===== config.mk =====
export PLATFORM = sky130hd
export DESIGN_NAME = bspc_top
export DESIGN_NICKNAME = d
export VERILOG_FILES = /design/src/rtl/bspc_pkg.sv /design/src/rtl/bspc_page_buffer.sv /design/src/rtl/bspc_top.sv /design/src/rtl/bspc_window_timer.sv
export SDC_FILE = /design/constraint.sdc
export NUM_CORES = 2
export LEC_CHECK = 0
export ABC_AREA = 0
export BUFFER_PORTS_ARGS = -buffer_cell sky130_fd_sc_hd__buf_2
export CAP_MARGIN = 0
export CORE_AREA = 3 3 443 445
export CTS_CLUSTER_SIZE = 28
export DETAILED_ROUTE_END_ITERATION = 6
export DIE_AREA = 0 0 446 448
export GPL_TIMING_DRIVEN = 0
export PLACE_DENSITY = 0.71
export SYNTH_ARGS = -nofsm -noshare
export SYNTH_HDL_FRONTEND = slang
export SYNTH_SLANG_ARGS = --single-unit

===== constraint.sdc =====
create_clock -name clock -period 3.58 [get_ports clock]
set_input_delay 0.537 -clock clock [delete_from_list [all_inputs] [get_ports clock]]
set_output_delay 0.537 -clock clock [all_outputs]
set_load 0.01 [all_outputs]

===== src/rtl/bspc_pkg.sv =====
// Shared constants for the boot self-program controller
package bspc_pkg;
   localparam logic [7:0]  CSR_ADDR       = 8'h37;   // Control and status register offset
   localparam logic [7:0]  CSR_RESET      = 8'h00;   // Value after reset
   localparam int          BIT_IE         = 7;       // Ready interrupt enable
   localparam int          BIT_BUSY       = 6;       // Section busy flag
   localparam int          BIT_SIG        = 5;       // Signature read command
   localparam int          BIT_REEN       = 4;       // Section read re-enable
   localparam int          BIT_LOCK       = 3;       // Lock bit set command
   localparam int          BIT_PGWR       = 2;       // Page write command
   localparam int          BIT_PGER       = 1;       // Page erase command
   localparam int          BIT_EN         = 0;       // Store enable
   localparam logic [4:0]  PAT_REEN       = 5'h11;   // 10001
   localparam logic [4:0]  PAT_LOCK       = 5'h09;   // 01001
   localparam logic [4:0]  PAT_PGWR       = 5'h05;   // 00101
   localparam logic [4:0]  PAT_PGER       = 5'h03;   // 00011
   localparam logic [4:0]  PAT_FILL       = 5'h01;   // 00001
   localparam int          STORE_WINDOW   = 4;       // Cycles a store may follow the write
   localparam int          LOAD_WINDOW    = 3;       // Cycles a load may follow the write
   localparam int          PC_W           = 16;      // Program counter width
   localparam int          PTR_W          = 17;      // Pointer width
   localparam int          WORD_IDX_W     = 7;       // Word index within a page
   localparam int          PAGE_W         = 9;       // Page number width
   localparam int          PAGE_WORDS     = 128;     // Words per page
   localparam logic [8:0]  HALT_PAGE      = 9'h1E0;  // First halting page, word 0xF000
   localparam logic [16:0] FLASH_TOP      = 17'h10000; // One past the last word
   localparam logic [15:0] BOOT_MIN_WORDS = 16'h0200;  // Boot section size for code 11
   localparam logic [15:0] ERASED_WORD    = 16'hFFFF;  // Buffer word after discard
   typedef enum logic [1:0] {
      BSPC_IDLE  = 2'b00,
      BSPC_ARMED = 2'b01,
      BSPC_BUSY  = 2'b11
   } bspc_state_type;
endpackage


===== src/rtl/bspc_page_buffer.sv =====
// Temporary page buffer with registered read data
`timescale 1ns/1ps
module bspc_page_buffer #(
   parameter int DEPTH = 128,
   parameter int WIDTH = 16
) (
   input  wire logic                     clock,   // System clock
   input  wire logic                     wrEn,    // Write strobe
   input  wire logic [$clog2(DEPTH)-1:0] wrIdx,   // Write word index
   input  wire logic [WIDTH-1:0]         wrData,  // Write data
   input  wire logic [$clog2(DEPTH)-1:0] rdIdx,   // Read word index
   output logic      [WIDTH-1:0]         rdData   // Read data, one cycle later
);
   logic [WIDTH-1:0] mem [DEPTH];

   // Refuse a shape the index logic cannot serve
   if (DEPTH < 2 || WIDTH < 1) $error("page buffer shape not supported");

   // One write port, one registered read port
   always_ff @(posedge clock) begin
      if (wrEn) begin
         mem[wrIdx] <= wrData;
      end
      rdData <= mem[rdIdx];
   end
endmodule


===== src/rtl/bspc_top.sv =====
// Boot self-program controller: control register, command windows, page buffer
`timescale 1ns/1ps
//
// What this block does
// Boot size code picks top boot section
// Words below 0xF000 readable-while-write, rest halting
// Sixteen-bit counter, 128-word pages, seven-bit index
// Erase/write page from pointer bits 16:8
// Fill word from pointer 7:1; zero on write
// Pointer bit 0 zero on store; load byte select
// Ready irq when enable, global, store clear
// Busy flag set on region program; blocks reads
// Busy cleared by re-enable or buffer fill
// Signature read: load returns row, store ignored
// Re-enable store unblocks region, not while busy
// Re-enable during fill discards buffer
// Lock set store programs lock from low data
// Load in lock window returns lock or fuse
// Page write store programs buffer into page
// Page erase store erases pointer page
// Halt CPU during halting-region erase or write
// Plain store fills buffer word with data pair
// Store enable clears on done or timeout
// Other low-five patterns ignored
// CPU keeps one store active at once
// Windows counted from cycle after write
//
module bspc_top
   import bspc_pkg::*;
(
   input  wire logic             clock,          // 100 MHz system clock
   input  wire logic             rst,            // Synchronous reset, active high
   input  wire logic [7:0]       regAddr,        // Register address
   input  wire logic [7:0]       regWrData,      // Register write data
   input  wire logic             regWr,          // Register write strobe
   input  wire logic             regRd,          // Register read strobe
   output logic      [7:0]       regRdData,      // Read data, cycle after strobe
   input  wire logic             globalIrqEn,    // Global interrupt flag
   input  wire logic [1:0]       bootSizeSel,    // Boot size fuse field, pins
   input  wire logic             storeReq,       // Store-program operation
   input  wire logic             loadReq,        // Load-program operation
   input  wire logic [PTR_W-1:0] pointer,        // Pointer register
   input  wire logic [7:0]       lowData,        // Low data register
   input  wire logic [7:0]       highData,       // High data register
   input  wire logic [15:0]      flashWord,      // Flash word at pointer
   input  wire logic [7:0]       sigByte,        // Signature row byte at pointer
   input  wire logic [7:0]       lockByte,       // Lock byte
   input  wire logic [7:0]       fuseByte,       // Fuse byte
   output logic      [7:0]       loadData,       // Load result
   output logic                  loadValid,      // Load result pulse
   output logic                  loadBlocked,    // Load refused, region busy
   output logic                  irqReq,         // Ready interrupt request
   output logic                  cpuHalt,        // Stall the CPU
   output logic                  sectionBusy,    // Region read block
   output logic [PC_W-1:0]       bootResetAddr,  // Boot section start
   output logic                  flashErase,     // Page erase start pulse
   output logic                  flashWrite,     // Page write start pulse
   output logic [PAGE_W-1:0]     flashPage,      // Page being programmed
   input  wire logic             flashDone,      // Flash operation finished
   output logic                  lockWrite,      // Lock program pulse
   output logic [7:0]            lockWrData,     // Lock value
   input  wire logic [6:0]       bufRdIdx,       // Flash reads buffer word
   output logic [15:0]           bufRdData       // Buffer word, one cycle later
);
   ////////////////////////////////////////////////////////////////////////////
   // Declarations
   bspc_state_type           state_q;
   logic [7:0]               csr_q;
   logic [1:0]               bootMeta_q;
   logic [1:0]               bootSync_q;
   logic [PAGE_WORDS-1:0]    bufValid_q;
   logic [15:0]              bufRaw;
   logic [6:0]               bufRdIdx_q;
   logic                     csrWr;
   logic                     legalWr;
   logic                     storeOpen;
   logic                     loadOpen;
   logic                     storeTake;
   logic                     loadTake;
   logic                     startProg;
   logic                     windowEnd;
   logic                     fillTake;
   logic [PAGE_W-1:0]        ptrPage;
   logic [WORD_IDX_W-1:0]    ptrWord;
   logic                     ptrHalting;

   ////////////////////////////////////////////////////////////////////////////
   // Decode
   assign csrWr      = regWr && (regAddr == CSR_ADDR);
   assign legalWr    = (regWrData[4:0] == PAT_REEN) || (regWrData[4:0] == PAT_LOCK)
                    || (regWrData[4:0] == PAT_PGWR) || (regWrData[4:0] == PAT_PGER)
                    || (regWrData[4:0] == PAT_FILL);
   assign ptrPage    = pointer[16:8];
   assign ptrWord    = pointer[7:1];
   assign ptrHalting = (ptrPage >= HALT_PAGE);
   assign storeTake  = storeReq && storeOpen && (state_q == BSPC_ARMED);
   assign loadTake   = loadReq && loadOpen && (state_q == BSPC_ARMED);
   assign startProg  = storeTake && (csr_q[BIT_PGWR] || csr_q[BIT_PGER]);
   assign fillTake   = storeTake && (csr_q[4:0] == PAT_FILL) && !csr_q[BIT_SIG];
   assign windowEnd  = (state_q == BSPC_ARMED) && !storeOpen && !loadOpen;

   ////////////////////////////////////////////////////////////////////////////
   // Command windows, opened by an accepted write
   bspc_window_timer #(.COUNT(STORE_WINDOW)) u_storeWin (
      .clock  (clock),
      .rst    (rst),
      .start  (csrWr && legalWr && state_q != BSPC_BUSY),
      .cancel (storeTake),
      .isOpen (storeOpen)
   );

   bspc_window_timer #(.COUNT(LOAD_WINDOW)) u_loadWin (
      .clock  (clock),
      .rst    (rst),
      .start  (csrWr && legalWr && state_q != BSPC_BUSY),
      .cancel (storeTake),
      .isOpen (loadOpen)
   );

   ////////////////////////////////////////////////////////////////////////////
   // Sequencer state
   always_ff @(posedge clock) begin
      if (rst) begin
         state_q <= BSPC_IDLE;
      end else begin
         case (state_q)
            BSPC_IDLE: begin
               if (csrWr && legalWr) state_q <= BSPC_ARMED;
            end
            BSPC_ARMED: begin
               if (startProg) begin
                  state_q <= BSPC_BUSY;
               end else if ((storeTake || windowEnd) && !(csrWr && legalWr)) begin
                  state_q <= BSPC_IDLE;                      // A fresh write keeps it armed
               end
            end
            BSPC_BUSY: begin
               if (flashDone) state_q <= BSPC_IDLE;
            end
            default: state_q <= BSPC_IDLE;
         endcase
      end
   end

   ////////////////////////////////////////////////////////////////////////////
   // Control register; busy bit is owned by hardware
   always_ff @(posedge clock) begin
      if (rst) begin
         csr_q <= CSR_RESET;
      end else begin
         if (csrWr) begin
            csr_q[BIT_IE] <= regWrData[BIT_IE];
         end
         if (csrWr && legalWr && state_q != BSPC_BUSY) begin
            csr_q[BIT_SIG] <= regWrData[BIT_SIG] && (regWrData[4:0] == PAT_FILL);
            csr_q[4:0]     <= regWrData[4:0];
         end else if ((state_q == BSPC_ARMED && ((storeTake && !startProg) || windowEnd))
                   || (state_q == BSPC_BUSY && flashDone)) begin
            csr_q[BIT_SIG] <= 1'b0;
            csr_q[4:0]     <= 5'h00;
         end
         // Set wins over any clear in the same cycle
         if (startProg && !ptrHalting) begin
            csr_q[BIT_BUSY] <= 1'b1;
         end else if (storeTake && csr_q[BIT_REEN]) begin
            csr_q[BIT_BUSY] <= 1'b0;
         end else if (fillTake) begin
            csr_q[BIT_BUSY] <= 1'b0;
         end
      end
   end

   ////////////////////////////////////////////////////////////////////////////
   // Register read port
   always_ff @(posedge clock) begin
      if (rst) begin
         regRdData <= 8'h00;
      end else if (regRd && regAddr == CSR_ADDR) begin
         regRdData <= csr_q;
      end else begin
         regRdData <= 8'h00;
      end
   end

   ////////////////////////////////////////////////////////////////////////////
   // Flash start pulses and page register
   always_ff @(posedge clock) begin
      if (rst) begin
         flashErase <= 1'b0;
         flashWrite <= 1'b0;
         flashPage  <= '0;
      end else begin
         flashErase <= startProg && csr_q[BIT_PGER];
         flashWrite <= startProg && csr_q[BIT_PGWR];
         if (startProg) flashPage <= ptrPage;
      end
   end

   // Stall the CPU through a halting-region operation
   always_ff @(posedge clock) begin
      if (rst) begin
         cpuHalt <= 1'b0;
      end else if (startProg && ptrHalting) begin
         cpuHalt <= 1'b1;
      end else if (state_q == BSPC_BUSY && flashDone) begin
         cpuHalt <= 1'b0;
      end
   end

   // Lock programming from the low data register only
   always_ff @(posedge clock) begin
      if (rst) begin
         lockWrite  <= 1'b0;
         lockWrData <= 8'h00;
      end else begin
         lockWrite <= storeTake && csr_q[BIT_LOCK];
         if (storeTake && csr_q[BIT_LOCK]) lockWrData <= lowData;
      end
   end

   ////////////////////////////////////////////////////////////////////////////
   // Temporary buffer fill and discard
   bspc_page_buffer #(.DEPTH(PAGE_WORDS), .WIDTH(16)) u_buf (
      .clock  (clock),
      .wrEn   (fillTake),
      .wrIdx  (ptrWord),
      .wrData ({highData, lowData}),
      .rdIdx  (bufRdIdx),
      .rdData (bufRaw)
   );

   always_ff @(posedge clock) begin
      if (rst) begin
         bufValid_q <= '0;
      end else if (fillTake) begin
         bufValid_q[ptrWord] <= 1'b1;
      end else if (csrWr && legalWr && regWrData[BIT_REEN] && state_q != BSPC_BUSY) begin
         bufValid_q <= '0;
      end else if (state_q == BSPC_BUSY && flashDone && csr_q[BIT_PGWR]) begin
         bufValid_q <= '0;                                     // Written page consumes the buffer
      end
   end

   always_ff @(posedge clock) begin
      if (rst) begin
         bufRdIdx_q <= '0;
      end else begin
         bufRdIdx_q <= bufRdIdx;
      end
   end

   // Discarded words read as erased
   assign bufRdData = bufValid_q[bufRdIdx_q] ? bufRaw : ERASED_WORD;

   ////////////////////////////////////////////////////////////////////////////
   // Load-program answers
   always_ff @(posedge clock) begin
      if (rst) begin
         loadData    <= 8'h00;
         loadValid   <= 1'b0;
         loadBlocked <= 1'b0;
      end else begin
         loadValid   <= 1'b0;
         loadBlocked <= 1'b0;
         if (loadTake && csr_q[BIT_SIG]) begin
            loadData  <= sigByte;
            loadValid <= 1'b1;
         end else if (loadTake && csr_q[BIT_LOCK]) begin
            loadData  <= pointer[0] ? fuseByte : lockByte;
            loadValid <= 1'b1;
         end else if (loadReq && csr_q[BIT_BUSY] && !ptrHalting) begin
            loadBlocked <= 1'b1;
         end else if (loadReq) begin
            loadData  <= pointer[0] ? flashWord[15:8] : flashWord[7:0];
            loadValid <= 1'b1;
         end
      end
   end

   ////////////////////////////////////////////////////////////////////////////
   // Interrupt request and region flag
   always_ff @(posedge clock) begin
      if (rst) begin
         irqReq      <= 1'b0;
         sectionBusy <= 1'b0;
      end else begin
         irqReq      <= csr_q[BIT_IE] && globalIrqEn && !csr_q[BIT_EN];
         sectionBusy <= csr_q[BIT_BUSY];
      end
   end

   ////////////////////////////////////////////////////////////////////////////
   // Boot size fuse: two-stage synchroniser, then section start
   always_ff @(posedge clock) begin
      if (rst) begin
         bootMeta_q    <= 2'b00;
         bootSync_q    <= 2'b00;
         bootResetAddr <= '0;
      end else begin
         bootMeta_q    <= bootSizeSel;
         bootSync_q    <= bootMeta_q;
         bootResetAddr <= PC_W'(FLASH_TOP - {1'b0, BOOT_MIN_WORDS << (2'd3 - bootSync_q)});
      end
   end
endmodule


===== src/rtl/bspc_window_timer.sv =====
// Countdown that keeps a command window open for a fixed number of cycles
`timescale 1ns/1ps
module bspc_window_timer #(
   parameter int COUNT = 4
) (
   input  wire logic clock,   // System clock
   input  wire logic rst,     // Synchronous reset
   input  wire logic start,   // Open the window from the next cycle
   input  wire logic cancel,  // Close the window from the next cycle
   output logic      isOpen   // Window open
);
   localparam int CW = $clog2(COUNT + 1);
   logic [CW-1:0] count_q;

   // Refuse a window that could never open
   if (COUNT < 1) $error("window count must be at least one");

   // Load on start, clear on cancel, count down to zero otherwise
   always_ff @(posedge clock) begin
      if (rst) begin
         count_q <= '0;
      end else if (start) begin
         count_q <= CW'(COUNT);
      end else if (cancel) begin
         count_q <= '0;
      end else if (count_q != '0) begin
         count_q <= count_q - CW'(1);
      end
   end

   assign isOpen = (count_q != '0);
endmodule


======== Word-level counts from Yosys, hierarchy flattened ========
Memory sizes are Yosys's and may differ from the RTL's. A register that Yosys moved wholly into a read port is not among the register bits.
Index checks and enable logic that the tools add are counted.
word-level totals
  bits in registers ....................... 211
  RAM bits ................................ 2048
  input port bits ......................... 106
  output and inout bits ................... 73
  logic and storage cells ................. 153
  memories kept ........................... 1
cells by class
  add/subtract/negate cells ............... 4
  order comparisons ....................... 4
  equality and inequality tests ........... 14
  shifts and indexed selects .............. 1
  multiplexer cells ....................... 39
  bitwise logic cells ..................... 2
  reductions and logical operators ........ 64
memory list
  name       words  bits a word  rd ports  clocked after memory_dff  wr ports  line                    source
  u_buf.mem  128    16           1         1                         1         bspc_page_buffer.sv:14  logic [WIDTH-1:0] mem [DEPTH];
operators with widths
  kind                                                        number
  two-way mux 128 bit                                         3
  bitwise OR 128 bit                                          1
  two-way mux 8 bit                                           6
  logical AND 1 bit                                           34
  nonzero test 3 bit                                          6
  less-than comparator 7 x 8 -> 1 bit, second input constant  2
  two-way mux 16 bit                                          1
  << shifter 10 x 2 -> 16 bit, first input constant           1
  subtractor 1 x 16 -> 16 bit, first input constant           1
  two-way mux 1 bit                                           14
  two-way mux 2 bit                                           7
  two-way mux 6 bit                                           2
  == test 5 x 1 -> 1 bit, second input constant               2
  >= comparator 9 bit, second input constant                  1
  two-way mux 3 bit                                           3
  == test 8 x 6 -> 1 bit, second input constant               1
  logical OR 1 bit                                            8
  binary-select mux 1 bit (select 7 bit)                      1
  demux 1 bit (select 7 bit)                                  1
  >= comparator 7 x 1 -> 1 bit, second input constant         1
  logical NOT 1 bit                                           7
  != test 2 bit, second input constant                        3
  case mux 2 bit (3 select lines)                             1
  nonzero test 2 bit                                          3
  17 further kinds                                            18

======== Longest topological paths before layout ========
  depth in word-level cells ............... 11
  mapped depth ............................ 10
  gate-level depth less buffers ........... 8

======== By module ========
Synthesis repeated with hierarchy kept, for this count alone.
unflattened totals
  cells, all modules ...................... 3989
  area, all modules ....................... 86893.3 sq um
by module, submodules not included
  module                          instances  cells an instance  area an instance (sq um)  seq. area each (sq um)
  bspc_page_buffer                1          3086               78522.8                   61819.3
  bspc_top                        1          873                8080.2                    3923.8
  bspc_window_timer (u_storeWin)  1          18                 172.7                     60.1
  bspc_window_timer (u_loadWin)   1          12                 117.6                     40.0

======== Worst setup path after synthesis ========
No wires, ideal clock.
  path type ............................... input port to flip-flop
  start point ............................. input port pointer[1]
  end point ............................... memory u_buf.mem[108][0], enable pin
  data arrival time ....................... 2.477 ns
  required time ........................... 3.190 ns
  setup slack ............................. 0.713 ns
  stages on the path ...................... 6
  path buffers ............................ 3
  cells stage by stage .................... clkbuf_1 -> or3b_2 -> buf_1 -> or2_1 -> clkbuf_1 -> nor2_1
RTL lines
  item             line                    source
  start, declared  bspc_top.sv:42          input wire logic [PTR_W-1:0] pointer,
  end, declared    bspc_page_buffer.sv:14
No word-level cell before the write port.

======== Worst setup path after layout ========
  start point ............................. register bufRdIdx_q[1]
  end point ............................... output port bufRdData[0]
on the way
  cells in the longest elaborated chain, start to end .. 3
RTL lines
  item                                     line             source
  start, declared                          bspc_top.sv:73   logic [6:0] bufRdIdx_q;
  start signal, assigned                   bspc_top.sv:248  bufRdIdx_q <= bufRdIdx;
  binary-select mux 1 bit (select 7 bit)   bspc_top.sv:253  assign bufRdData = bufValid_q[bufRdIdx_q] ? bufRaw : ERASED_WORD;
  two-way mux 1 bit (not written as such)  bspc_top.sv:253
  two-way mux 16 bit                       bspc_top.sv:253
  end, declared                            bspc_top.sv:63   output logic [15:0] bufRdData
No other way between the ends. The select of a mux whose other input is x is not followed.

==> results.sh <==
export IMPL_outcome="complete, but fails checks"
export IMPL_violations="negative setup slack"
export IMPL_ys_types=60
export IMPL_cts_buffer_depth=3
export IMPL_ys_seq_elements=2265
export IMPL_io_pins=179
export IMPL_holdPathEnd="loadBlocked$_SDFF_PP0_"
export IMPL_nets=4586
export IMPL_synthCells=3901
export IMPL_initial_core_util=0.449
export IMPL_clockRootBuffer="clkbuf_16"
export IMPL_crit_slowest_cell="dfxtp_4"
export IMPL_r2r_end="u_buf.mem[17][11]$_DFFE_PP_"
export IMPL_grt_first_pass_wirelength_um=319000
export IMPL_synth_async_sr_flop_share=0
export IMPL_clock_fmax_ghz=0.251
export IMPL_p_leak_nw=32.0
export IMPL_drt_total_wl_um=223000
export IMPL_antenna_left=0
export IMPL_drt_iter0_drc=5925
export IMPL_drv_cap=0
export IMPL_ir_worst_vdd_mv=0.456
export IMPL_max_stage_delay_ns=0.42
export IMPL_critPathKind="flop to output port"
export IMPL_power_density_mw_per_mm2=534
export IMPL_wl_per_cell_um=31.0
export IMPL_die_h_um=448
export IMPL_worstPathMaxFanout=6
export IMPL_seqPwrFrac=0.534
export IMPL_drcViolationCount=0
export IMPL_fin_area_mm2=0.101
export IMPL_synth_edff_count=2048
export IMPL_final_max_slew_viol_count=0
export IMPL_port_buffers=159
export IMPL_synth_top_flop_cell="edfxtp_1"
export IMPL_synth_compound_area_frac=0.0252
export IMPL_arrival_ns=3.44
export IMPL_hp_class="primary input to flop"
export IMPL_numCtsBuffers=211
export IMPL_intPower_mw=42.4
export IMPL_clkPwrFrac=0.409
export IMPL_routabilityCongestion=1.04
export IMPL_synth_simple_area_share=0.0200
export IMPL_synth_top_family_by_area="multiplexers"
export IMPL_synth_fa_ha_area_frac=0.000695
export IMPL_r2r_slack_ns=0.08
export IMPL_fin_crit_ns=3.98
export IMPL_yosys_area_share_xor_xnor=0.000203
export IMPL_vias=43700
export IMPL_htreeDepth=4
export IMPL_synth_mux_area_frac=0.178
export IMPL_die_area_mm2=0.200
export IMPL_holdWs_ns=0.0846
export IMPL_hold_viol_final=0
export IMPL_critPathBufInv=6
export IMPL_fp_dieW_um=446
export IMPL_worst_pin_slew_ns=1.31
export IMPL_crit_family="buffers and inverters"
export IMPL_netlist_area_leader_share=0.712
export IMPL_r2r_start="u_storeWin.count_q[0]$_SDFFE_PP0N_"
export IMPL_avgSynthCellArea_um2=22.1
export IMPL_num_rows=161
export IMPL_fin_util=0.526
export IMPL_min_from="loadReq"
export IMPL_grt_pass1_vias=43600
export IMPL_switching_share=0.215
export IMPL_synth_cell_area_mm2=0.0864
export IMPL_power_frac_comb=0.057
export IMPL_antenna_found_initial=8
export IMPL_design_power_total_mw=54.1
export IMPL_crit_chain="buf_12 > buf_12 > buf_12 > mux4_2 > mux2i_1 > nand3_1 > nand4_1 > o311ai_4 > buf_12 > buf_12 > o21bai_4 > buf_6"
export IMPL_clk_pin_slew_ns=0.06
export IMPL_finalCritPeriodShare=1.11
export IMPL_yosysWarnings=0
export IMPL_setup_tns_final_ns=-4.78
export IMPL_p_sw_mw=11.7
export IMPL_insertion_delay_ns=0.87
export IMPL_whs_path_depth=3
export IMPL_crit_top_cell="buf_12"
export IMPL_synth_seq_area_share=0.762
export IMPL_yosysMostFrequentCell="edfxtp_1"
export IMPL_worst_r2r_path_depth=9
export IMPL_synth_area_leaders="edfxtp_1 (71%), mux4_2 (17%), dfxtp_1 (5.0%), o21a_1 (1.1%), nor2_1 (0.73%)"
export IMPL_cts_sinks=2265
export IMPL_dp_hpwl_um=149000
export IMPL_viasPerCell=6.08
export IMPL_rsz0062_at_grt="yes"
export IMPL_final_setup_skew_ns=0.0508
export IMPL_tritoncts="yes"
export IMPL_setup_violations=16
export IMPL_dpl_cell_area_mm2=0.0935
export IMPL_syn2layout_area_growth_pct=17.3
export IMPL_crit_path_start_kind="flop"
export IMPL_synth_commonest_cells="edfxtp_1 (2048), mux4_2 (654), dfxtp_1 (217), nor2_1 (169), o21a_1 (129)"
export IMPL_firstDrtPassIters=6
export IMPL_overflow=0
export IMPL_setup_slack_ns=-0.399
export IMPL_critPathRequiredTime_ns=3.04
export IMPL_drive_gt1_frac=0.341
export IMPL_yosysTopAreaCell="edfxtp_1"
export IMPL_grt_max_degree=85
export IMPL_cp_end_kind="output port"
export IMPL_max_slew_margin=0.129
export IMPL_core_mm2=0.193
export IMPL_grt_usage=0.223
[worst register-to-register path, delay by kind of cell (launching register included)]
kind	cells	cell delay, ns
fa+ha+maj	1	0.23
buf+inv	4	1.06
simple gates	4	1.56
flops	1	0.35
[per-layer routing]
metal	share of wire	global-route usage	up-vias
met5	0	0	-
met1	0.38	0.308	23200
met2	0.48	0.350	2596
met4	0.036	0.0790	0
met3	0.10	0.0535	367
li1	-	-	17600
[cell families (layout without fill, tap and decap cells)]
| logic type | count (synthesis) | after routing |
|---|---|---|
| flops | 2265 | 2265 |
| mux | 716 | 716 |
| simple gates | 370 | 370 |
| compound gates | 305 | 305 |
| buf+inv | 237 | 984 |
| fa+ha+maj | 5 | 5 |
| xor+xnor | 2 | 2 |
| other cells | 1 | 17 |
[worst max path at each step]
| stage | start | cells past startpoint | endpoint | slack (ns) |
|---|---|---|---|---|
| after floorplan | pointer[1] | 6 | u_buf.mem[108][0]$_DFFE_PP_ | 0.71 |
| after global placement | csr_q[0]$_SDFFE_PP0P_ | 5 | u_buf.mem[88][6]$_DFFE_PP_ | -1.03 |
| after global routing | bufRdIdx_q[1]$_SDFF_PP0_ | 13 | bufRdData[2] | -0.40 |
| after detailed placement | bufRdIdx[1] | 9 | u_buf.rdData[5]$_DFF_P_ | -0.53 |
| after CTS | bufRdIdx_q[1]$_SDFF_PP0_ | 10 | bufRdData[2] | -0.39 |
| final | bufRdIdx_q[1]$_SDFF_PP0_ | 12 | bufRdData[0] | -0.40 |
[flip-flops by register name, summed over array words and instances, names as in the netlist, 2 cells and up]
name                flops
u_buf.mem            2048
bufValid_q            128
u_buf.rdData           16
flashPage               9
csr_q                   8
loadData                8
lockWrData              8
regRdData               8
bufRdIdx_q              7
bootResetAddr           6
u_storeWin.count_q      3
bootMeta_q              2
bootSync_q              2
state_q                 2
u_loadWin.count_q       2
[layout make-up]
class / instances / area [µm²]
Multi-Input combinational cell: 1407 / 20100
Antenna cell: 8 / 20.0
Inverter: 10 / 41.3
Clock buffer: 266 / 5600
Clock inverter: 127 / 1210
Fill cell: 14500 / 91200
Sequential cell: 2265 / 65900
Timing Repair Buffer: 355 / 4210
Buffer: 226 / 1220
Tap cell: 2526 / 3160
[cells in the final DEF, fill, tap and decap left out, drive strengths merged, types with 26 or more instances in the layout]
cell type and count:
mux2i 28, a21oi 46, mux4 654, a22oi 42, dlygate4sd3 26, nor2 169
o21a 129, buf 462, edfxtp 2048, o22ai 32, clkbuf 359, mux2 34
clkinv 96, nand2 82, nand3 35, dfxtp 217
[through the flow]
step           cells  worst slack [ns]
4_1_cts         7173            -0.390
3_5_place_dp    6738            -0.529
5_1_grt         7182            -0.402
3_3_place_gp    6594             -1.03
6_report        7190            -0.399
2_1_floorplan   3909             0.713
[what timing repair did]
item,in CTS,in global routing
setup endpoints to repair,279,38
setup buffers,16,9
resized for setup,81,40
hold endpoints to repair,26,0
hold buffers,26,0
pin swaps,7,7
gates cloned,0,1
[power groups by stage]
stage,sequential [mW],clock [mW],combinational [mW]
6_report,28.9,22.1,3.09
5_1_grt,28.9,23.5,3.23
4_1_cts,28.9,22.4,3.02
3_5_place_dp,29.5,0,2.89
3_3_place_gp,29.5,0,2.76
2_1_floorplan,29.5,0,1.55
No activity file was read; power rests on OpenSTA's default activity.
